**src/include/wdt_pkg.sv**
```systemverilog
// Constants, register map and decode helpers for the watchdog block.
// Assumes a single 10 MHz system clock and a 32-bit Avalon-MM slave port.
//
// Contract
// - Counter is 14 bits, decrements per tick
// - Period field picks 03FF, 0FFF, 1FFF, 3FFF
// - Window field picks 25, 50, 75, 100 percent
// - Percent measured against whole count interval
// - CPU clock normally, slow oscillator when protected
// - Start on reset or on start write
// - Start option decides run or stop after reset
// - Stop/wait halt counter unless protected
// - Reload on reset, valid refresh, underflow
// - Underflow gives interrupt or reset; protected resets
// - Initial value from second option byte
// - Protect option sets protection after reset
// - Option byte erased reads FF, else programmed
// - Prescaler ahead of counter has selectable ratio
// - Refresh is write 00h then FFh
// - Prescaler select: 0 is /16, 1 is /128
// - Protect bit set by 0 then 1, sticky
// - Interrupt/reset select set to 1 sticks
package wdt_pkg;

  localparam int ADDR_W = 18;
  localparam int CNT_W = 14;
  localparam int PRE_W = 7;

  // ------------------------------------------------------------
  // Register map (byte addresses)
  // ------------------------------------------------------------
  localparam logic [17:0] OFF_REFRESH = 18'h00000;
  localparam logic [17:0] OFF_START = 18'h00004;
  localparam logic [17:0] OFF_CTRL = 18'h00008;
  localparam logic [17:0] OFF_PROTECT = 18'h0000C;
  localparam logic [17:0] OFF_MODE = 18'h00010;
  localparam logic [17:0] OFF_PRIMARY_OPT = 18'h00014;
  localparam logic [17:0] IDX_WDT_OPT = 18'h0FFDB;
  localparam logic [17:0] OFF_WDT_OPT = 18'(IDX_WDT_OPT << 2);

  // ------------------------------------------------------------
  // Field positions and reset values
  // ------------------------------------------------------------
  localparam int BIT_PRESCALER_SEL = 7;
  localparam int BIT_PROTECT = 7;
  localparam int BIT_IRQ_RST = 2;
  localparam int BIT_START_CFG = 0;
  localparam int BIT_PROTECT_CFG = 7;
  localparam int POS_UFS = 0;
  localparam int POS_RCS = 2;
  localparam logic RST_PRESCALER_SEL = 1'b0;
  localparam logic RST_IRQ_RST = 1'b0;
  localparam logic [7:0] OPT_ERASED = 8'hFF;

  localparam logic [7:0] REFRESH_FIRST = 8'h00;
  localparam logic [7:0] REFRESH_SECOND = 8'hFF;
  localparam logic [6:0] DIV_LO_LAST = 7'h0F;
  localparam logic [6:0] DIV_HI_LAST = 7'h7F;

  localparam logic [13:0] INIT_P0 = 14'h03FF;
  localparam logic [13:0] INIT_P1 = 14'h0FFF;
  localparam logic [13:0] INIT_P2 = 14'h1FFF;
  localparam logic [13:0] INIT_P3 = 14'h3FFF;

  typedef enum logic {SEQ_IDLE, SEQ_ARMED} seq_t;

  function automatic logic [13:0] period_init(input logic [1:0] ufs);
    case (ufs)
      2'h0: period_init = INIT_P0;
      2'h1: period_init = INIT_P1;
      2'h2: period_init = INIT_P2;
      default: period_init = INIT_P3;
    endcase
  endfunction

endpackage

```
**src/include/tick_if.sv**
```systemverilog
// Carrier between the watchdog core and its prescaler.
// Assumes both ends run on the same system clock.
`timescale 1ns/100ps
`default_nettype none
interface tick_if;
  logic src_tick;
  logic div_sel;
  logic run;
  logic tick;
  modport ctrl (output src_tick, output div_sel, output run, input tick);
  modport presc (input src_tick, input div_sel, input run, output tick);
endinterface
`default_nettype wire

```
**src/wdt_prescaler.sv**
```systemverilog
// Count-source prescaler: passes every 16th or 128th source tick.
// Assumes source ticks are one-cycle enables on the system clock.
`timescale 1ns/100ps
`default_nettype none
module wdt_prescaler (
  input wire logic sys_clk,
  input wire logic rst_n,
  tick_if.presc pio
);
  import wdt_pkg::*;

  logic [PRE_W-1:0] cnt;
  logic [PRE_W-1:0] last;

  assign last = pio.div_sel ? DIV_HI_LAST : DIV_LO_LAST;

  assign pio.tick = pio.run && pio.src_tick && (cnt == last);

  // Held at zero while halted so a restart always gets a full prescale
  always_ff @(posedge sys_clk or negedge rst_n) begin
    if (!rst_n) begin
      cnt <= '0;
    end else if (!pio.run) begin
      cnt <= '0;
    end else if (pio.src_tick) begin
      cnt <= (cnt == last) ? '0 : PRE_W'(cnt + 1'b1);
    end
  end

endmodule
`default_nettype wire

```
**src/wdt_core.sv**
```systemverilog
// Watchdog timer: 14-bit down-counter, option bytes, Avalon-MM slave.
// Assumes lso_tick is a one-cycle enable from the low-speed oscillator
// and that stop_mode / wait_mode are synchronous levels.
`timescale 1ns/100ps
`default_nettype none
module wdt_core #(
  parameter logic [7:0] WDT_OPT_INIT = wdt_pkg::OPT_ERASED,
  parameter logic [7:0] PRIMARY_OPT_INIT = wdt_pkg::OPT_ERASED
) (
  input wire logic sys_clk,
  input wire logic rst_n,
  input wire logic [wdt_pkg::ADDR_W-1:0] avs_address,
  input wire logic avs_read,
  input wire logic avs_write,
  input wire logic [31:0] avs_writedata,
  input wire logic [3:0] avs_byteenable,
  output logic [31:0] avs_readdata,
  output logic avs_waitrequest,
  input wire logic lso_tick,
  input wire logic stop_mode,
  input wire logic wait_mode,
  output logic wdt_irq,
  output logic wdt_reset_req,
  output logic wdt_running
);
  import wdt_pkg::*;

  // ------------------------------------------------------------
  // State
  // ------------------------------------------------------------
  logic [CNT_W-1:0] count;
  logic running;
  logic post_reset;
  logic protect_mode_ctrl;
  logic protect_armed;
  logic irq_or_reset_select;
  logic prescaler_select;
  logic [7:0] watchdog_option_byte;
  logic [7:0] primary_option_byte;
  seq_t seq;

  logic req;
  logic wr_en;
  logic [7:0] wbyte;
  logic [1:0] ufs;
  logic [1:0] rcs;
  logic [CNT_W-1:0] init_val;
  logic halted;
  logic tick;
  logic underflow;
  logic refresh_hit;
  logic in_window;

  tick_if pio ();

  wdt_prescaler u_prescaler (
    .sys_clk (sys_clk),
    .rst_n (rst_n),
    .pio (pio)
  );

  // ------------------------------------------------------------
  // Helpers
  // ------------------------------------------------------------
  // Final part of the interval; the span is a power of two so the
  // quarter steps are exact
  function automatic logic in_refresh_window(
    input logic [13:0] cnt,
    input logic [1:0] ufs_f,
    input logic [1:0] rcs_f
  );
    logic [14:0] span;
    logic [16:0] limit;
    span = 15'({1'b0, period_init(ufs_f)} + 15'h0001);
    limit = 17'(span >> 2) * 17'({15'h0000, rcs_f} + 17'h00001);
    in_refresh_window = ({3'h0, cnt} < limit);
  endfunction

  // Six-bit view of the counter, shifted to suit the period
  function automatic logic [5:0] count_view(
    input logic [13:0] cnt,
    input logic [1:0] ufs_f
  );
    case (ufs_f)
      2'h0: count_view = cnt[5:0];
      2'h1: count_view = cnt[7:2];
      2'h2: count_view = cnt[8:3];
      default: count_view = cnt[9:4];
    endcase
  endfunction

  function automatic logic [7:0] reg_read(input logic [17:0] a);
    case (a)
      OFF_CTRL: reg_read = {prescaler_select, 1'b0,
                            count_view(count, ufs)};
      OFF_PROTECT: reg_read = {protect_mode_ctrl, 7'h00};
      OFF_MODE: reg_read = {5'h00, irq_or_reset_select, 2'h0};
      OFF_PRIMARY_OPT: reg_read = primary_option_byte;
      OFF_WDT_OPT: reg_read = watchdog_option_byte;
      default: reg_read = 8'h00;
    endcase
  endfunction

  // ------------------------------------------------------------
  // Bus slave
  // ------------------------------------------------------------
  // One wait state on every access; write-only and unmapped words
  // read as zero, and unmapped words ignore writes
  assign req = avs_read || avs_write;
  assign wr_en = avs_write && !avs_waitrequest && avs_byteenable[0];
  assign wbyte = avs_writedata[7:0];

  always_ff @(posedge sys_clk or negedge rst_n) begin
    if (!rst_n) begin
      avs_waitrequest <= 1'b1;
    end else begin
      avs_waitrequest <= !(req && avs_waitrequest);
    end
  end

  always_ff @(posedge sys_clk or negedge rst_n) begin
    if (!rst_n) begin
      avs_readdata <= 32'h00000000;
    end else if (avs_read && avs_waitrequest) begin
      avs_readdata <= {24'h000000, reg_read(avs_address)};
    end
  end

  // ------------------------------------------------------------
  // Option bytes
  // ------------------------------------------------------------
  // Held as the programmed flash image; a write models reprogramming,
  // but reset reloads the parameter value, so a written start/protect choice never acts
  // erased image
  always_ff @(posedge sys_clk or negedge rst_n) begin
    if (!rst_n) begin
      watchdog_option_byte <= WDT_OPT_INIT;
      primary_option_byte <= PRIMARY_OPT_INIT;
    end else if (wr_en) begin
      if (avs_address == OFF_WDT_OPT) begin
        watchdog_option_byte <= wbyte;
      end
      if (avs_address == OFF_PRIMARY_OPT) begin
        primary_option_byte <= wbyte;
      end
    end
  end

  assign ufs = watchdog_option_byte[POS_UFS +: 2];
  assign rcs = watchdog_option_byte[POS_RCS +: 2];

  assign init_val = period_init(ufs);

  // ------------------------------------------------------------
  // Control registers
  // ------------------------------------------------------------
  always_ff @(posedge sys_clk or negedge rst_n) begin
    if (!rst_n) begin
      prescaler_select <= RST_PRESCALER_SEL;
    end else if (wr_en && avs_address == OFF_CTRL) begin
      prescaler_select <= wbyte[BIT_PRESCALER_SEL];
    end
  end

  // First cycle after release; straps are sampled here, not in reset
  always_ff @(posedge sys_clk or negedge rst_n) begin
    if (!rst_n) begin
      post_reset <= 1'b1;
    end else begin
      post_reset <= 1'b0;
    end
  end

  always_ff @(posedge sys_clk or negedge rst_n) begin
    if (!rst_n) begin
      protect_mode_ctrl <= 1'b0;
      protect_armed <= 1'b0;
    end else if (post_reset) begin
      protect_mode_ctrl <= !primary_option_byte[BIT_PROTECT_CFG];
      protect_armed <= 1'b0;
    end else if (wr_en && avs_address == OFF_PROTECT) begin
      if (wbyte[BIT_PROTECT] && protect_armed) begin
        protect_mode_ctrl <= 1'b1;
      end
      protect_armed <= !wbyte[BIT_PROTECT];
    end
  end

  always_ff @(posedge sys_clk or negedge rst_n) begin
    if (!rst_n) begin
      irq_or_reset_select <= RST_IRQ_RST;
    end else if (protect_mode_ctrl) begin
      irq_or_reset_select <= 1'b1;
    end else if (wr_en && avs_address == OFF_MODE
                 && wbyte[BIT_IRQ_RST]) begin
      irq_or_reset_select <= 1'b1;
    end
  end

  // ------------------------------------------------------------
  // Run control
  // ------------------------------------------------------------
  // start on write
  always_ff @(posedge sys_clk or negedge rst_n) begin
    if (!rst_n) begin
      running <= 1'b0;
    end else if (post_reset) begin
      running <= !primary_option_byte[BIT_START_CFG];
    end else if (wr_en && avs_address == OFF_START) begin
      running <= 1'b1;
    end
  end

  assign halted = !protect_mode_ctrl && (stop_mode || wait_mode);

  assign pio.src_tick = protect_mode_ctrl ? lso_tick : 1'b1;
  assign pio.div_sel = prescaler_select;
  assign pio.run = running && !halted;
  assign tick = pio.tick;

  // ------------------------------------------------------------
  // Refresh sequence
  // ------------------------------------------------------------
  // Any other byte, or the second byte without the first, drops
  // the sequence so a stray write cannot complete a refresh
  // 00h then FFh
  always_ff @(posedge sys_clk or negedge rst_n) begin
    if (!rst_n) begin
      seq <= SEQ_IDLE;
    end else if (wr_en && avs_address == OFF_REFRESH) begin
      case (seq)
        SEQ_IDLE: begin
          seq <= (wbyte == REFRESH_FIRST) ? SEQ_ARMED : SEQ_IDLE;
        end
        SEQ_ARMED: begin
          seq <= (wbyte == REFRESH_FIRST) ? SEQ_ARMED : SEQ_IDLE;
        end
        default: begin
          seq <= SEQ_IDLE;
        end
      endcase
    end
  end

  assign in_window = in_refresh_window(count, ufs, rcs);

  assign refresh_hit = wr_en && avs_address == OFF_REFRESH
                       && seq == SEQ_ARMED
                       && wbyte == REFRESH_SECOND
                       && running && in_window;

  // ------------------------------------------------------------
  // Counter
  // ------------------------------------------------------------
  assign underflow = tick && count == '0;

  always_ff @(posedge sys_clk or negedge rst_n) begin
    if (!rst_n) begin
      count <= INIT_P3;
    end else if (post_reset || refresh_hit || underflow) begin
      count <= init_val;
    end else if (tick) begin
      count <= CNT_W'(count - 1'b1);
    end
  end

  // ------------------------------------------------------------
  // Underflow action
  // ------------------------------------------------------------
  // interrupt or reset
  always_ff @(posedge sys_clk or negedge rst_n) begin
    if (!rst_n) begin
      wdt_irq <= 1'b0;
      wdt_reset_req <= 1'b0;
    end else begin
      wdt_irq <= underflow && !irq_or_reset_select
                 && !protect_mode_ctrl;
      wdt_reset_req <= underflow
                       && (irq_or_reset_select || protect_mode_ctrl);
    end
  end

  always_ff @(posedge sys_clk or negedge rst_n) begin
    if (!rst_n) begin
      wdt_running <= 1'b0;
    end else begin
      wdt_running <= running && !halted;
    end
  end

endmodule
`default_nettype wire

```
**config.mk**
```make
export PLATFORM = sky130hd
export DESIGN_NAME = wdt_core
export DESIGN_NICKNAME = d
export VERILOG_FILES = /design/src/include/wdt_pkg.sv /design/src/include/tick_if.sv /design/src/wdt_prescaler.sv /design/src/wdt_core.sv
export SDC_FILE = /design/constraint.sdc
export NUM_CORES = 1
export LEC_CHECK = 0
export BUFFER_PORTS_ARGS = -buffer_cell sky130_fd_sc_hd__buf_4
export CAP_MARGIN = 20
export CORE_ASPECT_RATIO = 0.5
export CORE_MARGIN = 4
export CORE_UTILIZATION = 55
export CTS_CLUSTER_SIZE = 8
export DETAILED_ROUTE_END_ITERATION = 10
export GPL_TIMING_DRIVEN = 0
export PLACE_DENSITY = 0.83
export SLEW_MARGIN = 20
export SYNTH_ARGS = -nofsm -noshare
export SYNTH_HDL_FRONTEND = slang
export SYNTH_SLANG_ARGS = --single-unit
```
**constraint.sdc**
```tcl
create_clock -name sys_clk -period 10.3 [get_ports sys_clk]
set_input_delay 1.03 -clock sys_clk [delete_from_list [all_inputs] [get_ports sys_clk]]
set_output_delay 1.03 -clock sys_clk [all_outputs]
set_load 0.01 [all_outputs]
```
# After elaboration in Yosys (flattened, before gate mapping)
# Cells that the tools add are included.
# totals
out_inout_bits	36
register_bits	56
inputBits	61
word_cells	101
# op_classes
order_cmp	1
n_reduce_logical	48
n_mul	1
mux	20
eq_ne	11
n_addsub	4
# op_table
op	count
$pmux 14 s3	1
$pmux 8 s5	1
$eq 18x4->1 const B	2
$eq 18x5->1 const B	2
$mux 14	2
$mux 7	4
$logic_and 1x1->1	23
$eq 18x18->1 const B	1
$eq 18x3->1 const B	1
$logic_not 18->1	1
$pmux 6 s3	1
$lt 14x16->1	1
$mul 13x3->16	1
$add 14x1->15 const B	1
$logic_not 14->1	1
$sub 14x1->14 const B	1
$mux 1	11
$reduce_bool 2->1	5
$eq 8x8->1 const B	1
$logic_not 1->1	8
$logic_not 8->1	1
$add 7x1->7 const B	1
$eq 7x7->1	1
$reduce_and 2->1	3
other kinds (6)	10

# Depth between registers and ports, before layout
# Gate-level depths: netlist of the first run.
# logic_depth
word_depth	11
ltp_mapped	15
mapped_depth_nobuf	13

# By module
# From an unflattened synthesis of the first run, not the netlist that was laid out.
# unflattened
cells_unflattened	344
hier_area_um2	3560.9
# by_module_without_submodules
module	seq_area_each_um2	n_inst	area_each_um2	cells_each
wdt_core	1266.2	1	3151.8	301
wdt_prescaler	175.2	1	409.1	43

# Worst setup path before layout of the first run
# No wires, ideal clock.
# synth_timing
path_type	register to register
startpoint	reg watchdog_option_byte[0]
endpoint	reg count[10]
setup_time_ps	75
arrival_ps	3971
slack_ps	6254
period_less_slack_ps	4046
n_path_buf	3
stages_incl_launch_ff	15
required_ps	10225
path_cell_list	dfstp_2 > clkbuf_1 > clkbuf_1 > and3b_1 > fa_1 > fa_1 > inv_1 > ha_1 > a21o_1 > a21o_1 > o221ai_1 > a31oi_1 > o31a_1 > buf_6 > mux2i_1
# synth_between
elab_chain_cells	9
elab_cells_between_ends	12
cone_classes	1 x add/sub; 1 x mul; 1 x order compare; 2 x eq/ne; 2 x mux; 5 x reduce/logical
# synth_lines
element	line	source
from (decl)	wdt_core.sv:38	logic [7:0] watchdog_option_byte;
from (signal assigned)	wdt_core.sv:141	watchdog_option_byte <= wbyte;
$eq 2x2->1 (tied with other cells)	wdt_pkg.sv:68	case (ufs)
$pmux 14 s3 (*)	wdt_pkg.sv:68	
$add 14x1->15	wdt_core.sv:74	span = 15'({1'b0, period_init(ufs_f)} + 15'h0001);
$mul 13x3->16	wdt_core.sv:75	limit = 17'(span >> 2) * 17'({15'h0000, rcs_f} + 17'h00001);
$lt 14x16->1	wdt_core.sv:76	in_refresh_window = ({3'h0, cnt} < limit);
$logic_and 1x1->1	wdt_core.sv:250	&& running && in_window;
$logic_or 1x1->1 (2 in a row)	wdt_core.sv:260	end else if (post_reset || refresh_hit || underflow) begin
$mux 14 or $reduce_bool 2->1 (tied branches)	n/a	
to (signal assigned)	wdt_core.sv:261	count <= init_val;
to (signal assigned)	wdt_core.sv:263	count <= CNT_W'(count - 1'b1);
to (decl)	wdt_core.sv:31	logic [CNT_W-1:0] count;
# Mark *: on every way between the ends. The rest lies on a longest branch, timed or not.
# A chain may end at the register's enable or synchronous reset.

# Worst setup path in the final report of the first run
# layout_timing
startpoint	reg watchdog_option_byte[0]
endpoint	reg count[11]
# Same word-level chain as after synthesis.

==> results of run 1 <==
==> area by class of cell <==
class                           instances  area (um2)  area share
Tap cell                               88         110      0.0261
Clock inverter                          3        47.5      0.0113
Sequential cell                        56        1440       0.342
Multi-Input combinational cell        265        1890       0.448
Buffer                                 35         233      0.0552
Clock buffer                            5         125      0.0297
Inverter                                9        33.8     0.00801
Timing Repair Buffer                   45         338      0.0801
==> tightest hold or removal path: cells and delay by family, from the launching register on <==
family             cells  cell delay (ns)
and+or+nand+nor        1             0.04
AOI/OAI and AO/OA      1             0.07
DFF                    1             0.37
==> layer usage <==
| layer | track usage | vias up | share of wire |
|---|---|---|---|
| li1 | - | 1385 | - |
| met1 | 0.281 | 1386 | 0.44 |
| met2 | 0.346 | 126 | 0.47 |
| met3 | 0.0296 | 8 | 0.079 |
| met4 | 0.0480 | 0 | 0.0090 |
| met5 | 0 | - | 0 |
==> cell usage in the layout, fill, tap and decap left out, types with 3 or more instances in the layout <==
cell | netlist | layout
conb_1 | 1 | 25
a21oi_1 | 9 | 9
and3_1 | 8 | 8
clkbuf_16 | 0 | 5
o31ai_1 | 9 | 9
a21o_1 | 3 | 3
xnor2_1 | 9 | 9
nor2_1 | 16 | 16
nand2_1 | 30 | 30
inv_1 | 9 | 9
nand4_1 | 7 | 7
nand2b_1 | 3 | 3
xor2_1 | 4 | 4
and3b_1 | 4 | 4
nor4_1 | 12 | 12
dfstp_2 | 32 | 32
clkbuf_1 | 8 | 8
nor3_1 | 9 | 9
nand3_1 | 12 | 12
or3_1 | 5 | 5
dfrtp_1 | 24 | 24
mux2_2 | 15 | 15
nor3b_1 | 3 | 3
o21ai_0 | 16 | 16
mux4_2 | 5 | 5
a222oi_1 | 5 | 5
buf_4 | 25 | 70
and2_1 | 3 | 3
ha_1 | 16 | 16
a22oi_1 | 3 | 3
mux2i_1 | 3 | 3
==> registers in the layout, summed over array words and instances, names as in the netlist <==
register / flops
protect_armed: 1
wdt_irq: 1
protect_mode_ctrl: 1
wdt_reset_req: 1
u_prescaler.cnt: 7
post_reset: 1
primary_option_byte: 8
irq_or_reset_select: 1
watchdog_option_byte: 8
seq: 1
running: 1
pio.div_sel: 1
count: 14
avs_waitrequest: 1
wdt_running: 1
avs_readdata: 8
==> cell families (layout without fill, tap and decap cells) <==
| kind of cell | Yosys count | count (layout) | synth area share |
|---|---|---|---|
| simple gates | 125 | 125 | 0.196 |
| compound gates | 60 | 60 | 0.119 |
| flops | 56 | 56 | 0.411 |
| buf+inv | 44 | 97 | 0.0760 |
| mux | 24 | 24 | 0.0963 |
| fa+ha+maj | 18 | 18 | 0.0685 |
| xor+xnor | 13 | 13 | 0.0325 |
| other cells | 1 | 25 | 0.00107 |
==> power by group through the flow <==
stage | clock network [uW] | registers (uW) | logic, uW
CTS | 195 | 238 | 57.6
global route | 206 | 240 | 64.8
floorplan | 0 | 240 | 33.8
detailed placement | 0 | 242 | 57.3
finish | 193 | 239 | 58.0
global placement | 0 | 241 | 55.1
==> final timing paths <==
check	start	endpoint	depth (start not counted)
hold / removal	watchdog_option_byte[7]$_DFFE_PN1P_	watchdog_option_byte[7]$_DFFE_PN1P_	2
max in group asynchronous	rst_n	u_prescaler.cnt[5]$_DFFE_PN0P_	1
min in group asynchronous	rst_n	avs_readdata[5]$_DFFE_PN0P_	1
hold reg to reg	watchdog_option_byte[7]$_DFFE_PN1P_	watchdog_option_byte[7]$_DFFE_PN1P_	2
setup reg to reg	watchdog_option_byte[0]$_DFFE_PN1P_	count[11]$_DFFE_PN1P_	14
setup / recovery	watchdog_option_byte[0]$_DFFE_PN1P_	count[11]$_DFFE_PN1P_	14
==> through the flow <==
step           hold slack (ns)  cells  area, um2
2_1_floorplan            0.451    365       3600
3_3_place_gp             0.469    498       4050
3_5_place_dp             0.473    498       4050
4_1_cts                  0.483    506       4220
5_1_grt                  0.513    506       4220
6_report                 0.483    506       4220
==> flow_summary.yaml, run 1 <==
timing:
  fin_crit_ns: 4.71
  fin_ws_ns: 5.59
  setup_tns_ns: 0
  setup_violations: 0
  slew_headroom: 0.494
  fmax_ghz: 0.212
  drv_slew: 0
  clock-skew-final_ns: 0.00797
  finalHoldViolations: 0
  rsz0062_at_grt: "false"
  fin_crit_sh: 0.457
  tightest_slew_ns: 0.755
placed_design:
  portBuffers: 45
  post-place-ws_ns: 5.58
  place_congestion: 0.835
  dp_hpwl_mm: 6.22
synthesis:
  synth_common_cells: "dfstp_2 (32), nand2_1 (30), buf_4 (25)"
  synth_cells: 341
  ys_types: 58
  synth_area_um2: 3510
  synthFlopType: "dfstp_2"
  synthArstFlopShare: 1.00
  synth_most_common_cell: "dfstp_2"
  seq_area_frac_synth: 0.411
  synth_top_cells_by_area: "dfstp_2 (24%), dfrtp_1 (17%), ha_1 (5.7%)"
  yosysTopAreaCellShare: 0.240
  yosysTopAreaCell: "dfstp_2"
  syn_area_per_cell_um2: 10.3
  synth_edf_count: 0
  yosys_warnings: 0
  ys_ff_latch: 56
grt:
  grt_pass1_vias: 2768
  antenna_found_initial: 0
  grt_max_degree: 57
  grt_pass1_wl_mm: 13.0
  groute.usage.overall: 0.205
  overflow: 0
pwr:
  peakVddDrop_uv: 54.8
  finalPower_uw: 490
  power_frac_comb: 0.118
  swShare: 0.238
  clockPowerShare: 0.394
  seqPwrFrac: 0.488
  power.density_nw_per_um2: 116
  p_leak_uw: 0.00187
  switching_power_uw: 117
  p_int_uw: 373
cts:
  cts_tree: "built"
  htree_levels: 2
  clock_latency_ns: 0.29
  clk_pin_slew_ns: 0.07
  cts_buffers: 5
  clock-sinks: 56
  root_buffer: "clkbuf_16"
  post_cts_buffers: 0
  clockBufferDepth: 2
  postCtsHoldBufs: 0
  ctsResizeCount: 0
final_layout:
  antenna_cells: 0
  fillCellCount: 451
  area_growth_pct: 20.3
  drive_gt1_frac: 0.325
  final_util: 0.688
  layout.nets: 496
detailed_routing:
  final_antenna_net_count: 0
  avgRoutedWirePerCell_um: 15.9
  drt_iter0_drc: 271
  first_pass_iters: 7
  num_vias: 2905
  routed_via_density: 5.74
  drt-total-wl_mm: 8.03
  remaining_drc_errors: 0
critical_path:
  crit_arrival_ns: 4.93
  start_kind: "flop"
  critPathBufInv: 4
  slowest_stage: "a31oi_1"
  path_max_fanout: 10
  cpLargestDelayFamily: "adder cells"
  cpPeakStageDelay_ns: 0.67
  path_cells: "clkbuf_1, clkbuf_1, and3b_1, fa_1, fa_1, inv_1, ha_1, a21o_1, a21o_1, o221ai_1, a31oi_1, o31a_1, buf_6, mux2i_1"
  r2r_setup_slack_ns: 5.59
  crit_type: "flop to flop"
  end_kind: "flop"
  required_ns: 10.52
die:
  core_um2: 6130
  dieArea_um2: 7800
  initial_core_util: 0.572
  ioPinCount: 97
  die_w_um: 121
  row_count: 20
  fp.dieH_um: 64.5
hold_path:
  min_path_type: "flop to flop"
flow_run:
  maxCapViolations: 0
status:
  status: "finished, final reports clean"
Note: power is estimated with default switching activity, not from simulation.
==> run 2: changes to the inputs <==
--- a/config.mk
+++ b/config.mk
@@ -9,11 +9,11 @@
 export CAP_MARGIN = 20
 export CORE_ASPECT_RATIO = 0.5
 export CORE_MARGIN = 4
-export CORE_UTILIZATION = 55
+export CORE_UTILIZATION = 53
 export CTS_CLUSTER_SIZE = 8
 export DETAILED_ROUTE_END_ITERATION = 10
 export GPL_TIMING_DRIVEN = 0
-export PLACE_DENSITY = 0.83
+export PLACE_DENSITY = 0.81
 export SLEW_MARGIN = 20
 export SYNTH_ARGS = -nofsm -noshare
 export SYNTH_HDL_FRONTEND = slang
==> constraint.sdc (replaced) <==
create_clock -name sys_clk -period 4.5 [get_ports sys_clk]
set_input_delay 0.45 -clock sys_clk [delete_from_list [all_inputs] [get_ports sys_clk]]
set_output_delay 0.45 -clock sys_clk [all_outputs]
set_load 0.01 [all_outputs]
==> flow_summary.yaml, run 2 (synthesis gave the netlist of run 1 again) <==
timing:
  fmax_ghz: 0.240
  drv_slew: 0
  fin_crit_sh: 0.927
  finalHoldViolations: 0
  fin_ws_ns: 0.328
  rsz0062_at_grt: "false"
  clock-skew-final_ns: 0.00536
  hold_slack_ns: 0.205
  fin_crit_ns: 4.17
  slew_headroom: 0.540
  setup_violations: 0
  tightest_slew_ns: 0.690
critical_path:
  r2r-start: "watchdog_option_byte[0]$_DFFE_PN1P_"
  start_kind: "flop"
  critPathBufInv: 3
  end_kind: "flop"
  endpoint: "count[10]$_DFFE_PN1P_"
  crit_arrival_ns: 4.39
  slowest_stage: "dfstp_2"
  worstSetupStartpoint: "watchdog_option_byte[0]$_DFFE_PN1P_"
  crit_type: "flop to flop"
  cpLargestDelayFamily: "adder cells"
  path_cells: "clkbuf_1, nand2_1, nor2_1, fa_1, fa_1, inv_1, ha_1, a21o_1, a21o_1, o221ai_1, a31oi_4, o31a_1, buf_6, mux2i_1"
  required_ns: 4.72
  cp.depth: 14
  cpPeakStageDelay_ns: 0.68
  worst_r2r_path_depth: 14
  r2r_setup_slack_ns: 0.33
  path_max_fanout: 10
  rr_endpoint: "count[10]$_DFFE_PN1P_"
final_layout:
  final-seq-area_um2: 1440
  antenna_cells: 0
  drive_gt1_frac: 0.327
  fillCellCount: 476
  multi_input_area_um2: 1900
  final_util: 0.677
  largest-register: "count"
  most-common-layout-cells: "buf_4 (70), dfstp_2 (32), nand2_1 (30)"
  largest_reg_flops: 14
  final_area_um2: 4220
  layout.nets: 494
  final_common_cell: "buf_4"
  area_growth_pct: 20.2
  final_cells: 504
die:
  initial_core_util: 0.563
  die_w_um: 123
  row_count: 20
  core_um2: 6230
  fp.dieH_um: 65.5
  dieArea_um2: 8060
  ioPinCount: 97
placed_design:
  dp_hpwl_mm: 6.26
  place_area_um2: 4050
  place_congestion: 0.830
  dp_cells: 498
  post-place-ws_ns: -0.289
  portBuffers: 45
grt:
  grt_max_degree: 57
  grt_pass1_wl_mm: 13.6
  grt_pass1_vias: 2867
  overflow: 0
  groute.usage.overall: 0.213
  antenna_found_initial: 0
detailed_routing:
  final_antenna_net_count: 0
  first_pass_iters: 5
  num_vias: 2912
  routed_via_density: 5.78
  remaining_drc_errors: 0
  drt-total-wl_mm: 8.35
  avgRoutedWirePerCell_um: 16.6
  drt_iter0_drc: 233
cts:
  clockBufferDepth: 2
  htree_levels: 2
  clock-sinks: 56
  post_cts_buffers: 0
  cts_tree: "built"
  clk_pin_slew_ns: 0.07
  root_buffer: "clkbuf_16"
  clock_latency_ns: 0.29
  cts_buffers: 5
flow_run:
  maxCapViolations: 0
pwr:
  p_leak_uw: 0.00187
  power.density_nw_per_um2: 265
  peakVddDrop_uv: 171
hold_path:
  min_path_type: "input pin to asynchronous set/reset pin"
status:
  status: "finished, final reports clean"
## run 2: cell types whose count changed in the layout (fill, tap and decap cells not counted)
| cell | change |
|---|---|
| clkinv_4 | -2 |
| a31oi_1 | -1 |
| a31oi_4 | +1 |
| clkbuf_1 | -1 |
| clkinv_2 | +1 |
## run 2: layout make-up
class | instances | area share
buffer | 33 | 0.0534
clock buffer | 6 | 0.0306
clock inverter | 2 | 0.00831
inverter | 9 | 0.00801
multi-input combinational | 265 | 0.452
sequential | 56 | 0.342
tap | 88 | 0.0261
timing repair buffer | 45 | 0.0801
## run 2: power breakdown
part / total, uW / internal (uW) / switching (uW)
Clock: 435 / 262 / 173
Combinational: 135 / 65.3 / 70.1
Sequential: 547 / 525 / 22.0
Total: 1120 / 852 / 265
## run 2: worst min path at each step
stage	from	to	slack [ns]
detailed placement	avs_waitrequest$_DFF_PN1_	avs_waitrequest$_DFF_PN1_	0.47
global placement	avs_waitrequest$_DFF_PN1_	avs_waitrequest$_DFF_PN1_	0.47
CTS	rst_n	wdt_reset_req$_DFF_PN0_	0.23
global route	rst_n	wdt_irq$_DFF_PN0_	0.26
floorplan	rst_n	avs_readdata[0]$_DFFE_PN0P_	0.15
finish	rst_n	wdt_reset_req$_DFF_PN0_	0.20
## run 2: timing repair
| item | in CTS | in global routing |
|---|---|---|
| endpoints found under the setup margin | 9 | 9 |
| hold buffers | 0 | 0 |
| gates resized for setup | 1 | 1 |
## run 2: routing by layer
| metal | GRT usage | wire length [um] | vias up |
|---|---|---|---|
| met3 | 0.0473 | 815 | 12 |
| met5 | 0 | 0 | - |
| met1 | 0.280 | 3540 | 1395 |
| met2 | 0.354 | 3900 | 134 |
| met4 | 0.0648 | 100 | 0 |
| li1 | - | - | 1371 |
## run 2: stage by stage
step           setup TNS [ns]  total power, uW
6_report                    0             1120
5_1_grt                     0             1170
4_1_cts                     0             1120
3_5_place_dp            -1.59              687
3_3_place_gp           -0.246              678
2_1_floorplan               0              627
==> run 3: changes to the inputs <==
--- a/config.mk
+++ b/config.mk
@@ -5,15 +5,16 @@
 export SDC_FILE = /design/constraint.sdc
 export NUM_CORES = 1
 export LEC_CHECK = 0
+export ABC_AREA = 1
 export BUFFER_PORTS_ARGS = -buffer_cell sky130_fd_sc_hd__buf_4
 export CAP_MARGIN = 20
 export CORE_ASPECT_RATIO = 0.5
 export CORE_MARGIN = 4
-export CORE_UTILIZATION = 53
+export CORE_UTILIZATION = 55
 export CTS_CLUSTER_SIZE = 8
 export DETAILED_ROUTE_END_ITERATION = 10
 export GPL_TIMING_DRIVEN = 0
-export PLACE_DENSITY = 0.81
+export PLACE_DENSITY = 0.82
 export SLEW_MARGIN = 20
 export SYNTH_ARGS = -nofsm -noshare
 export SYNTH_HDL_FRONTEND = slang
==> flow_summary.yaml, run 3 <==
status:
  status: "finished, final reports clean"
synthesis:
  synth-simple-area-share: 0.350
  synth_area_um2: 4070
  synthArstFlopShare: 1.00
  ys_types: 48
  yosys.area_share.adder: 0.0591
  synth-xor-area-share: 0.0108
  synth_top_family_by_area: "simple AND/OR/NAND/NOR gates"
  yosys_warnings: 0
  synth_common_cells: "nand2_1 (126), inv_1 (65), nor2_1 (49)"
  synth_top_cells_by_area: "dfstp_2 (21%), dfrtp_1 (15%), nand2_1 (12%)"
  seq_area_frac_synth: 0.355
  syn_area_per_cell_um2: 7.58
  yosysTopAreaCell: "dfstp_2"
  synthFlopType: "dfstp_2"
  synth_most_common_cell: "nand2_1"
  yosysTopAreaCellShare: 0.207
  ys_ff_latch: 56
  synth_cells: 536
  synth-compound-area-share: 0.0748
  synth_edf_count: 0
  synthMuxAreaShare: 0.0225
cts:
  clockBufferDepth: 2
  htree_levels: 2
  cts_buffers: 5
  cts_tree: "built"
  post_cts_buffers: 0
  root_buffer: "clkbuf_16"
  clock_latency_ns: 0.30
  clk_pin_slew_ns: 0.07
  clock-sinks: 56
  postCtsHoldBufs: 0
  ctsResizeCount: 0
timing:
  clock-skew-final_ns: 0.00623
  fmax_ghz: 0.285
  drv_slew: 0
  tightest_slew_ns: 0.705
  fin_crit_sh: 0.781
  setup_violations: 0
  slew_headroom: 0.530
  rsz0062_at_grt: "false"
  fin_crit_ns: 3.51
  setup_tns_ns: 0
  finalHoldViolations: 0
placed_design:
  portBuffers: 45
  dp_hpwl_mm: 7.32
  place_congestion: 0.901
pwr:
  switching_power_uw: 322
  clockPowerShare: 0.343
  power_frac_comb: 0.166
  peakVddDrop_uv: 131
  p_int_uw: 825
  seqPwrFrac: 0.491
  power.density_nw_per_um2: 241
  swShare: 0.281
  p_leak_uw: 0.00256
critical_path:
  slowest_stage: "fa_1"
  crit_type: "flop to flop"
  cpPeakStageDelay_ns: 0.53
  required_ns: 4.73
  path_cells: "clkbuf_1, inv_1, nand2_1, nor2_1, fa_1, fa_1, xnor2_1, ha_1, a21oi_1, nor2_1, nor2_4, nand2_4, nand2_4, inv_4, buf_8, o211ai_2"
  start_kind: "flop"
  path_max_fanout: 10
  critPathBufInv: 4
  crit_arrival_ns: 3.74
  cpLargestDelayFamily: "adder cells"
  end_kind: "flop"
final_layout:
  antenna_cells: 0
  area_growth_pct: 16.9
  final_util: 0.685
  drive_gt1_frac: 0.269
  most-common-layout-cells: "nand2_1 (126), buf_4 (70), inv_1 (65)"
  largest_reg_flops: 14
  largest-register: "count"
  layout.nets: 691
  final_common_cell: "nand2_1"
grt:
  groute.usage.overall: 0.224
  grt_pass1_wl_mm: 15.8
  overflow: 0
  grt_max_degree: 57
  grt_pass1_vias: 3447
  antenna_found_initial: 0
flow_run:
  maxCapViolations: 0
detailed_routing:
  drt_iter0_drc: 318
  final_antenna_net_count: 0
  num_vias: 3673
  drt-total-wl_mm: 9.33
  first_pass_iters: 5
  routed_via_density: 5.21
  avgRoutedWirePerCell_um: 13.2
  remaining_drc_errors: 0
die:
  fp.dieH_um: 68.8
  die_w_um: 130
  core_um2: 6940
  ioPinCount: 97
  row_count: 21
  initial_core_util: 0.586
  dieArea_um2: 8910
hold_path:
  min_path_type: "input pin to asynchronous set/reset pin"
-- run 3: kinds of logic (layout without fill, tap and decap cells) --
| kind of cell | after synthesis | in the layout |
|---|---|---|
| flops | 56 | 56 |
| compound gates | 52 | 52 |
| buf+inv | 108 | 161 |
| fa+ha+maj | 18 | 18 |
| mux | 9 | 9 |
| other cells | 1 | 25 |
| simple gates | 287 | 287 |
| xor+xnor | 5 | 5 |
-- run 3: path summary, 6_finish.rpt --
kind / to / cells after the start / from / slack [ns]
worst max-delay path: count[1]$_DFFE_PN1P_ / 16 / watchdog_option_byte[1]$_DFFE_PN1P_ / 0.99
worst max register to register: count[1]$_DFFE_PN1P_ / 16 / watchdog_option_byte[1]$_DFFE_PN1P_ / 0.99
min in group sys_clk: avs_waitrequest$_DFF_PN1_ / 2 / avs_read / 0.31
worst min register to register: wdt_irq$_DFF_PN0_ / 1 / irq_or_reset_select$_DFFE_PN0P_ / 0.46
max in group asynchronous: u_prescaler.cnt[6]$_DFFE_PN0P_ / 1 / rst_n / 3.84
worst min-delay path: pio.div_sel$_DFFE_PN0P_ / 1 / rst_n / 0.21
-- run 3: metal layers --
metal,vias to the layer above,wire length (um),GRT usage
met5,-,0,0
met4,0,133,0.0596
met3,10,785,0.0308
met2,153,4160,0.378
met1,1674,4250,0.309
li1,1836,-,-
-- run 3: through the flow --
step | std cells | instance area [um2] | setup slack [ns] | hold WS [ns] | total power, uW
floorplan | 560 | 4160 | 1.35 | 0.154 | 689
global placement | 697 | 4610 | 1.10 | 0.454 | 751
detailed placement | 697 | 4610 | 1.02 | 0.458 | 757
CTS | 705 | 4750 | 1.01 | 0.228 | 1150
global route | 705 | 4750 | 0.800 | 0.259 | 1200
finish | 705 | 4750 | 0.988 | 0.209 | 1150
-- run 3: final cells by class --
type,count,area [um2]
plain buffers,29,216
clock buffers,6,129
clock inverters,2,16.3
fillers,618,2180
inverters,79,300
multi-input cells,396,2200
flip-flops and latches,56,1440
well taps,92,115
repair buffers,45,338
-- run 3: power groups by stage --
stage	combinational [uW]	sequential [uW]	clock, uW
floorplan	123	566	0
global placement	181	570	0
detailed placement	185	571	0
CTS	189	563	399
global route	211	568	422
finish	190	564	393
